[src/wra_pkg.sv]
// constants, commands and carriers of the working-register address and stack block
package wra_pkg;

    // ==========================================================
    // register bus map (indices; byte address is four times the index)
    localparam int unsigned APB_AW = 10;
    localparam logic [7:0] IDX_RPA = 8'hD6;
    localparam logic [7:0] IDX_RPB = 8'hD7;
    localparam logic [7:0] IDX_SPH = 8'hD8;
    localparam logic [7:0] IDX_SPL = 8'hD9;

    // ==========================================================
    // reset values and addressing fields
    localparam logic [7:0] RPA_RST = 8'hC0;
    localparam logic [7:0] RPB_RST = 8'hC8;
    localparam logic [7:0] SRP_B_STEP = 8'h08;
    localparam logic [3:0] WR_NIB = 4'hC;
    localparam int unsigned SEL_BIT = 3;

    // ==========================================================
    // bytes moved per stack operation
    localparam logic [1:0] N_ONE = 2'h1;
    localparam logic [1:0] N_PC = 2'h2;
    localparam logic [1:0] N_INT = 2'h3;

    typedef enum logic [3:0] {
        STK_PUSH, STK_POP, STK_CALL, STK_RET, STK_INTR, STK_INTERRUPT_RETURN,
        STK_UPSH_INC, STK_UPSH_DEC, STK_UPOP_INC, STK_UPOP_DEC
    } wra_stk_op_t;

    typedef enum logic [2:0] {S_IDLE, S_PUSH, S_POP_RD, S_POP_CAP, S_DONE} wra_seq_t;

    // ==========================================================
    // carriers
    typedef struct packed {
        logic valid;
        logic wide;
        logic [7:0] value;
    } wra_opnd_t;

    typedef struct packed {
        logic valid;
        logic [7:0] addr;
    } wra_waddr_t;

    typedef struct packed {
        logic valid;
        logic set_a;
        logic set_b;
        logic [7:0] value;
    } wra_srp_t;

    typedef struct packed {
        logic valid;
        wra_stk_op_t op;
        logic [15:0] pc;
        logic [7:0] flags;
        logic [7:0] data;
        logic [7:0] user_ptr;
    } wra_stk_req_t;

    typedef struct packed {
        logic done;
        logic [15:0] pc;
        logic [7:0] flags;
        logic [7:0] data;
        logic [7:0] user_ptr;
    } wra_stk_rsp_t;

    typedef struct packed {
        logic we;
        logic re;
        logic [7:0] addr;
        logic [7:0] wdata;
    } wra_mem_t;

endpackage

[src/wra_stack.sv]
// working-register address generation and system/user stack sequencer
//
// Contract
// - 4-bit operand top bit picks slice pointer a (0) or b (1).
// - upper five bits of chosen pointer form upper address bits.
// - lower three operand bits form lower three address bits.
// - 8-bit operand with upper nibble 1100B is a working-register reference.
// - in 8-bit form, bit 3 picks pointer, bits 2..0 pick register.
// - C0H..CFH never reachable by direct register addressing.
// - call pushes program counter; return pops it back.
// - interrupt entry pushes counter and flags; interrupt return pops both.
// - stack pointer decremented before push write, incremented after pop read.
// - stack pointer always addresses the most recently pushed byte.
// - stack pointer held as high byte D8H and low byte D9H.
// - stack pointer has no reset value; software loads it first.
// - low stack pointer byte is the effective stack address.
// - low byte wrap carries or borrows into the high byte.
// - user stacks anywhere via pre-increment/pre-decrement push and post-increment/post-decrement pop.
// - slice pointers at D6H and D7H, writable by load and set-pointer.
// - after reset pointers select C0H..C7H and C8H..CFH.
//
// Added by the designer: register access over APB.
`timescale 1ns/1ps

module wra_stack
    import wra_pkg::*;
(
    // clock and reset
    input wire logic clk_sys,
    input wire logic arst_n,
    // apb slave
    input wire logic psel,
    input wire logic penable,
    input wire logic pwrite,
    input wire logic [APB_AW-1:0] paddr,
    input wire logic [31:0] pwdata,
    output logic [31:0] prdata,
    output logic pready,
    output logic pslverr,
    // decoder: operand resolution and set-pointer
    input wire wra_opnd_t opnd,
    output wra_waddr_t waddr,
    input wire wra_srp_t set_slice_pointers_op,
    // execution unit: stack operations
    input wire wra_stk_req_t stk_req,
    output wra_stk_rsp_t stk_rsp,
    output logic stk_busy,
    // register file access
    output wra_mem_t mem,
    input wire logic [7:0] mem_rdata
);

    // ==========================================================
    // state
    logic [7:0] rpa_q, rpa_d, rpb_q, rpb_d;
    logic [15:0] sp_q, sp_d;
    wra_seq_t st_q, st_d;
    logic [1:0] cnt_q, cnt_d;
    logic [23:0] sh_q, sh_d;
    logic usr_q, usr_d, uinc_q, uinc_d;
    logic [7:0] uptr_q, uptr_d;
    wra_mem_t mem_q, mem_d;
    wra_stk_rsp_t rsp_q, rsp_d;
    logic busy_q, busy_d;
    wra_waddr_t wa_q, wa_d;
    logic [31:0] prdata_q, prdata_d;
    logic pready_q, pready_d, pslverr_q, pslverr_d;
    logic apb_take, apb_wr, idx_hit;
    logic [7:0] idx;

    // ==========================================================
    // apb slave
    always_comb begin
        idx = paddr[APB_AW-1:2];
        // hold off while the sequencer owns the stack pointer, so the two never collide
        apb_take = psel & penable & ~pready_q & (st_q == S_IDLE) & ~stk_req.valid;
        apb_wr = psel & penable & pready_q & pwrite;
        idx_hit = (idx == IDX_RPA) | (idx == IDX_RPB) | (idx == IDX_SPH) | (idx == IDX_SPL);
        pready_d = apb_take;
        pslverr_d = apb_take & ~idx_hit;
        prdata_d = '0;
        if (apb_take) begin
            case (idx)
                IDX_RPA: prdata_d = 32'(rpa_q);
                IDX_RPB: prdata_d = 32'(rpb_q);
                IDX_SPH: prdata_d = 32'(sp_q[15:8]);
                IDX_SPL: prdata_d = 32'(sp_q[7:0]);
                default: prdata_d = '0;
            endcase
        end
    end

    // ==========================================================
    // slice pointers
    always_comb begin
        rpa_d = rpa_q;
        rpb_d = rpb_q;
        if (apb_wr && idx == IDX_RPA) begin
            rpa_d = pwdata[7:0];
        end
        if (apb_wr && idx == IDX_RPB) begin
            rpb_d = pwdata[7:0];
        end
        if (set_slice_pointers_op.valid) begin
            if (set_slice_pointers_op.set_a && set_slice_pointers_op.set_b) begin
                rpa_d = set_slice_pointers_op.value;
                rpb_d = set_slice_pointers_op.value + SRP_B_STEP;
            end else if (set_slice_pointers_op.set_a) begin
                rpa_d = set_slice_pointers_op.value;
            end else if (set_slice_pointers_op.set_b) begin
                rpb_d = set_slice_pointers_op.value;
            end
        end
    end

    // ==========================================================
    // operand to register address
    always_comb begin
        logic [7:0] rp;
        logic wr_form;
        rp = opnd.value[SEL_BIT] ? rpb_q : rpa_q;
        wr_form = ~opnd.wide | (opnd.value[7:4] == WR_NIB);
        wa_d.valid = opnd.valid;
        if (wr_form) begin
            // pointer bits 2..0 are kept but never reach the address
            wa_d.addr = {rp[7:3], opnd.value[2:0]};
        end else begin
            // the 1100B nibble is always taken as working form, so C0H..CFH never go direct
            wa_d.addr = opnd.value;
        end
    end

    // ==========================================================
    // stack sequencer
    always_comb begin
        st_d = st_q;
        cnt_d = cnt_q;
        sh_d = sh_q;
        usr_d = usr_q;
        uinc_d = uinc_q;
        uptr_d = uptr_q;
        sp_d = sp_q;
        mem_d = '0;
        rsp_d = rsp_q;
        rsp_d.done = 1'b0;
        if (apb_wr && idx == IDX_SPH) begin
            sp_d[15:8] = pwdata[7:0];
        end
        if (apb_wr && idx == IDX_SPL) begin
            sp_d[7:0] = pwdata[7:0];
        end
        case (st_q)
            S_IDLE: begin
                if (stk_req.valid) begin
                    usr_d = stk_req.op inside {STK_UPSH_INC, STK_UPSH_DEC,
                                               STK_UPOP_INC, STK_UPOP_DEC};
                    uinc_d = (stk_req.op == STK_UPSH_INC) | (stk_req.op == STK_UPOP_INC);
                    uptr_d = stk_req.user_ptr;
                    case (stk_req.op)
                        STK_PUSH, STK_UPSH_INC, STK_UPSH_DEC: begin
                            cnt_d = N_ONE;
                            sh_d = 24'(stk_req.data);
                            st_d = S_PUSH;
                        end
                        STK_CALL: begin
                            cnt_d = N_PC;
                            sh_d = 24'(stk_req.pc);
                            st_d = S_PUSH;
                        end
                        STK_INTR: begin
                            cnt_d = N_INT;
                            sh_d = {stk_req.flags, stk_req.pc};
                            st_d = S_PUSH;
                        end
                        STK_POP, STK_UPOP_INC, STK_UPOP_DEC: begin
                            cnt_d = N_ONE;
                            st_d = S_POP_RD;
                        end
                        STK_RET: begin
                            cnt_d = N_PC;
                            st_d = S_POP_RD;
                        end
                        STK_INTERRUPT_RETURN: begin
                            cnt_d = N_INT;
                            st_d = S_POP_RD;
                        end
                        default: st_d = S_IDLE;
                    endcase
                end
            end
            S_PUSH: begin
                mem_d.we = 1'b1;
                mem_d.wdata = sh_q[7:0];
                if (usr_q) begin
                    uptr_d = uinc_q ? uptr_q + 8'h01 : uptr_q - 8'h01;
                    mem_d.addr = uptr_d;
                end else begin
                    // full 16-bit step: a low-byte wrap borrows into the high byte
                    sp_d = sp_q - 16'h0001;
                    mem_d.addr = sp_d[7:0];
                end
                sh_d = sh_q >> 8;
                cnt_d = cnt_q - 2'h1;
                st_d = (cnt_q == N_ONE) ? S_DONE : S_PUSH;
            end
            S_POP_RD: begin
                mem_d.re = 1'b1;
                mem_d.addr = usr_q ? uptr_q : sp_q[7:0];
                st_d = S_POP_CAP;
            end
            S_POP_CAP: begin
                sh_d = {sh_q[15:0], mem_rdata};
                if (usr_q) begin
                    uptr_d = uinc_q ? uptr_q + 8'h01 : uptr_q - 8'h01;
                end else begin
                    sp_d = sp_q + 16'h0001;
                end
                cnt_d = cnt_q - 2'h1;
                st_d = (cnt_q == N_ONE) ? S_DONE : S_POP_RD;
            end
            S_DONE: begin
                rsp_d.done = 1'b1;
                rsp_d.pc = sh_q[15:0];
                rsp_d.flags = sh_q[23:16];
                rsp_d.data = sh_q[7:0];
                rsp_d.user_ptr = uptr_q;
                st_d = S_IDLE;
            end
            default: st_d = S_IDLE;
        endcase
        busy_d = (st_d != S_IDLE);
    end

    // ==========================================================
    // registers
    // stack pointer has no reset: software must load it before use
    always_ff @(posedge clk_sys) begin
        sp_q <= sp_d;
    end

    always_ff @(posedge clk_sys or negedge arst_n) begin
        if (!arst_n) begin
            rpa_q <= RPA_RST;
            rpb_q <= RPB_RST;
            st_q <= S_IDLE;
            cnt_q <= '0;
            sh_q <= '0;
            usr_q <= 1'b0;
            uinc_q <= 1'b0;
            uptr_q <= '0;
            mem_q <= '0;
            rsp_q <= '0;
            busy_q <= 1'b0;
            wa_q <= '0;
            prdata_q <= '0;
            pready_q <= 1'b0;
            pslverr_q <= 1'b0;
        end else begin
            rpa_q <= rpa_d;
            rpb_q <= rpb_d;
            st_q <= st_d;
            cnt_q <= cnt_d;
            sh_q <= sh_d;
            usr_q <= usr_d;
            uinc_q <= uinc_d;
            uptr_q <= uptr_d;
            mem_q <= mem_d;
            rsp_q <= rsp_d;
            busy_q <= busy_d;
            wa_q <= wa_d;
            prdata_q <= prdata_d;
            pready_q <= pready_d;
            pslverr_q <= pslverr_d;
        end
    end

    assign prdata = prdata_q;
    assign pready = pready_q;
    assign pslverr = pslverr_q;
    assign waddr = wa_q;
    assign stk_rsp = rsp_q;
    assign stk_busy = busy_q;
    assign mem = mem_q;
endmodule

[config.mk]
export PLATFORM = sky130hd
export DESIGN_NAME = wra_stack
export DESIGN_NICKNAME = d
export VERILOG_FILES = /design/src/wra_pkg.sv /design/src/wra_stack.sv
export SDC_FILE = /design/constraint.sdc
export NUM_CORES = 1
export LEC_CHECK = 0
export BUFFER_PORTS_ARGS = -buffer_cell sky130_fd_sc_hd__clkbuf_2
export CORE_MARGIN = 3
export CORE_UTILIZATION = 58
export CTS_BUF_LIST = sky130_fd_sc_hd__clkbuf_4 sky130_fd_sc_hd__clkbuf_8
export CTS_CLUSTER_DIAMETER = 100
export DETAILED_ROUTE_END_ITERATION = 6
export GPL_ROUTABILITY_DRIVEN = 0
export GPL_TIMING_DRIVEN = 0
export PLACE_DENSITY = 0.88
export SLEW_MARGIN = 20
export SYNTH_ARGS = -nofsm -noshare
export SYNTH_HDL_FRONTEND = slang
export SYNTH_SLANG_ARGS = --single-unit
[constraint.sdc]
create_clock -name clk_sys -period 5.72 [get_ports clk_sys]
set_clock_uncertainty 0.1 [all_clocks]
set_input_delay 1.144 -clock clk_sys [delete_from_list [all_inputs] [get_ports clk_sys]]
set_output_delay 1.144 -clock clk_sys [all_outputs]
set_load 0.05 [all_outputs]
==> impl_metrics.tcl <==
set metrics [dict create \
    status "finished, final reports clean" \
    routed.top_layer "met4" \
    final_net_count 1160 \
    grt_setup_unrepaired "false" \
    synth_cell_type_count 72 \
    crit_chain "clkbuf_2 -> or4b_4 -> nor3_4 -> nor2_4 -> clkbuf_1 -> o21ai_0" \
    drt_wl_total_mm 21.52 \
    cp-start-kind "primary input" \
    min_period_over_period_pct 46.59 \
    p_seq_share_pct 30.9 \
    slowest_stage "or4b_4" \
    yosysWarningCount 0 \
    hold_violations 0 \
    diodes 0 \
    fmax_mhz 375.3 \
    drive_gt1_share_pct 30.36 \
    cts_tree "done" \
    clock_power_share_pct 14.2 \
    track_usage_pct 29.01 \
    m1WireLength_mm 8.512 \
    p_sw_uw 2701 \
    grt_max_degree 89 \
    clockBufferDepth 2 \
    cp_max_fo 10 \
    first_pass_iters 6 \
    cp.arrival_ns 2.91 \
    start_util_pct 60.54 \
    tightest_slew_ns 0.8739 \
    crit_type "primary input to register" \
    ys_async_sr_fraction_pct 88.73 \
    cts.sinks 142 \
    multi_input_area_mm2 0.003933 \
    holdBufCountCts 0 \
    ir_drop_mv 0.2352 \
    r2r_slack_ns 3.15 \
    area_delta_synth_final_pct 20.26 \
    vias 7339 \
    die_h_um 122.2 \
    slew-limit-headroom_pct 41.61 \
    dieWidth_um 122.2 \
    hpwl_mm 16.44 \
    clockRootBuffer "clkbuf_8" \
    cell_internal_pwr_uw 2681 \
    route.detailed.drc 0 \
    io_buffer_count 172 \
    fp.coreArea_mm2 0.01293 \
    grt_pass1_vias 6853 \
    postCtsResizedCells 0 \
    synth-edff-count 0 \
    r2r_start "uinc_q$_DFFE_PN0P_" \
    ys_seq_area_share_pct 44.46 \
    h-tree-depth 4 \
    dr.first_iter.drc_count 914 \
    power_density_mw_per_mm2 571.9 \
    netlist_area_mm2 0.007826 \
    hold_class "register to register" \
    max-cap-violations 0 \
    timing.critical_path.buf_inv 2 \
    wl_met3_mm 2.031 \
    p_leak_uw 0.004423 \
    cp_top_family "simple AND/OR/NAND/NOR gates" \
    avgRoutedWirePerCell_um 17.74 \
    via_per_inst 6.050 \
    power_uw 5382 \
    netlist_instances 813 \
    cp.required_ns 5.97 \
    combPwrFrac_pct 54.9 \
    slowest_delay_ns 0.52 \
    antenna_found_initial 0 \
    grt_overflow 0 \
    die_area_mm2 0.01492 \
    worst_skew_pair.late_latency_ns 0.45 \
    syn_avg_cell_area_um2 9.626 \
    worstSetupEndpointType "register" \
    ant_nets 0 \
    synth_flop_cell "dfrtp_1" \
    timing.final.max_slew_violations 0 \
    regArea_mm2 0.003480 \
    numCtsBuffers 17 \
    nFillCells 963 \
    switching_share_pct 50.18 \
    fin_crit_ns 2.665 \
    io_pins 224 \
    setup_viol 0 \
    totalNegativeSetupSlack_ns 0 \
    clk_pin_slew_ns 0.08 \
    wl_met2_mm 10.27 \
    fp-row-count 41 \
    cts_setup_buffers 0 \
    min-delay-start "pready$_DFF_PN0_" \
    crit_start "stk_req[44]" \
    grt_pass1_wl_mm 33.86 \
    ys_ff_latch 142 \
]
==> worst paths after layout <==
| check | depth (start not counted) | end |
|---|---|---|
| worst max-delay path | 6 | sh_q[18]$_DFFE_PN0P_ |
| worst min-delay path | 1 | pready$_DFF_PN0_ |
| worst max register to register | 7 | mem[15]$_DFF_PN0_ |
| worst min register to register | 1 | pready$_DFF_PN0_ |
| max in group asynchronous | 2 | cnt_q[1]$_DFFE_PN0P_ |
| min in group asynchronous | 1 | waddr[2]$_DFF_PN0_ |
==> power groups by stage <==
stage	clock network (uW)	logic (uW)	registers (uW)
after floorplan	0	1660	2140
after global placement	0	2830	1650
after detailed placement	0	2900	1670
after CTS	779	2920	1650
after global routing	829	3170	1700
final	765	2950	1670
==> registers in the layout, indices dropped and copies added, names as in the netlist, 9 cells and up <==
name     cells
sh_q        24
waddr        9
sp_q        16
mem         18
stk_rsp     33
==> synth_stat cells, types with 6 or more instances <==
| library cell | number | area, um2 |
|---|---|---|
| inv_1 | 13 | 48.80 |
| buf_4 | 32 | 240.2 |
| ha_1 | 10 | 125.1 |
| nand4_1 | 9 | 56.30 |
| mux2_2 | 36 | 405.4 |
| a21oi_1 | 42 | 210.2 |
| mux2i_1 | 26 | 260.3 |
| nand3_1 | 33 | 165.2 |
| o21ai_0 | 48 | 240.2 |
| nand2_1 | 92 | 345.3 |
| dfrtp_1 | 121 | 3028 |
| nor2_1 | 38 | 142.6 |
| and3_1 | 20 | 125.1 |
| o22ai_1 | 9 | 56.30 |
| xnor2_1 | 9 | 78.83 |
| nor2b_1 | 10 | 62.56 |
| a21o_1 | 11 | 82.58 |
| clkbuf_1 | 35 | 131.4 |
| a211oi_1 | 24 | 180.2 |
| o21a_1 | 7 | 52.55 |
| a22oi_1 | 13 | 97.59 |
| a311oi_2 | 6 | 90.09 |
| buf_2 | 9 | 45.04 |
| nor3_1 | 10 | 50.05 |
| dfxtp_1 | 16 | 320.3 |
| a31oi_1 | 12 | 75.07 |
| and2_1 | 16 | 100.1 |
| o31ai_1 | 6 | 45.04 |
==> per-layer routing <==
metal | global-route usage, % | up-vias
met3 | 6.592 | 65
met5 | 0 | -
li1 | - | 3367
met2 | 45.58 | 445
met4 | 12.81 | 0
met1 | 38.63 | 3462
==> kinds of logic after synthesis <==
logic type / synth area share, %
AND/OR/NAND/NOR: 18.10
AO/OA/AOI/OAI: 19.10
flip-flops: 44.46
buffers and inverters: 6.475
multiplexers: 8.505
XOR/XNOR: 1.455
adder cells (fa/ha/maj): 1.855
other: 0.04792
==> per-stage QoR <==
stage	instances	hold slack [ns]	worst slack, ns	instance area, um2	util (%)
2_1_floorplan	836	0.3667	3.091	7913	-
3_3_place_gp	1180	0.3882	1.572	8989	69.53
3_5_place_dp	1181	0.3971	2.585	9031	69.86
4_1_cts	1213	0.4123	3.083	9412	72.80
5_1_grt	1213	0.4220	2.900	9412	72.80
6_report	1213	0.4100	3.055	9412	72.80
==> final cells by class <==
cell class,instances,share of cell area (%)
well taps,172,2.287
repair buffers,173,9.532
inverters,13,0.5185
flip-flops and latches,142,36.97
multi-input cells,598,41.78
plain buffers,83,4.866
clock inverters,14,1.409
clock buffers,18,2.632
==> placed cells by master (no fill, tap or decap), types with 19 or more instances in the layout <==
cell / n
a211oi_1: 24
a21oi_1: 42
and3_1: 20
mux2i_1: 26
o21ai_0: 48
dfrtp_1: 121
clkbuf_2: 171
nand2_1: 92
conb_1: 24
nand3_1: 33
clkbuf_1: 35
mux2_2: 36
buf_4: 32
clkbuf_8: 19
nor2_1: 38
No activity file was read; power rests on OpenSTA's default activity.
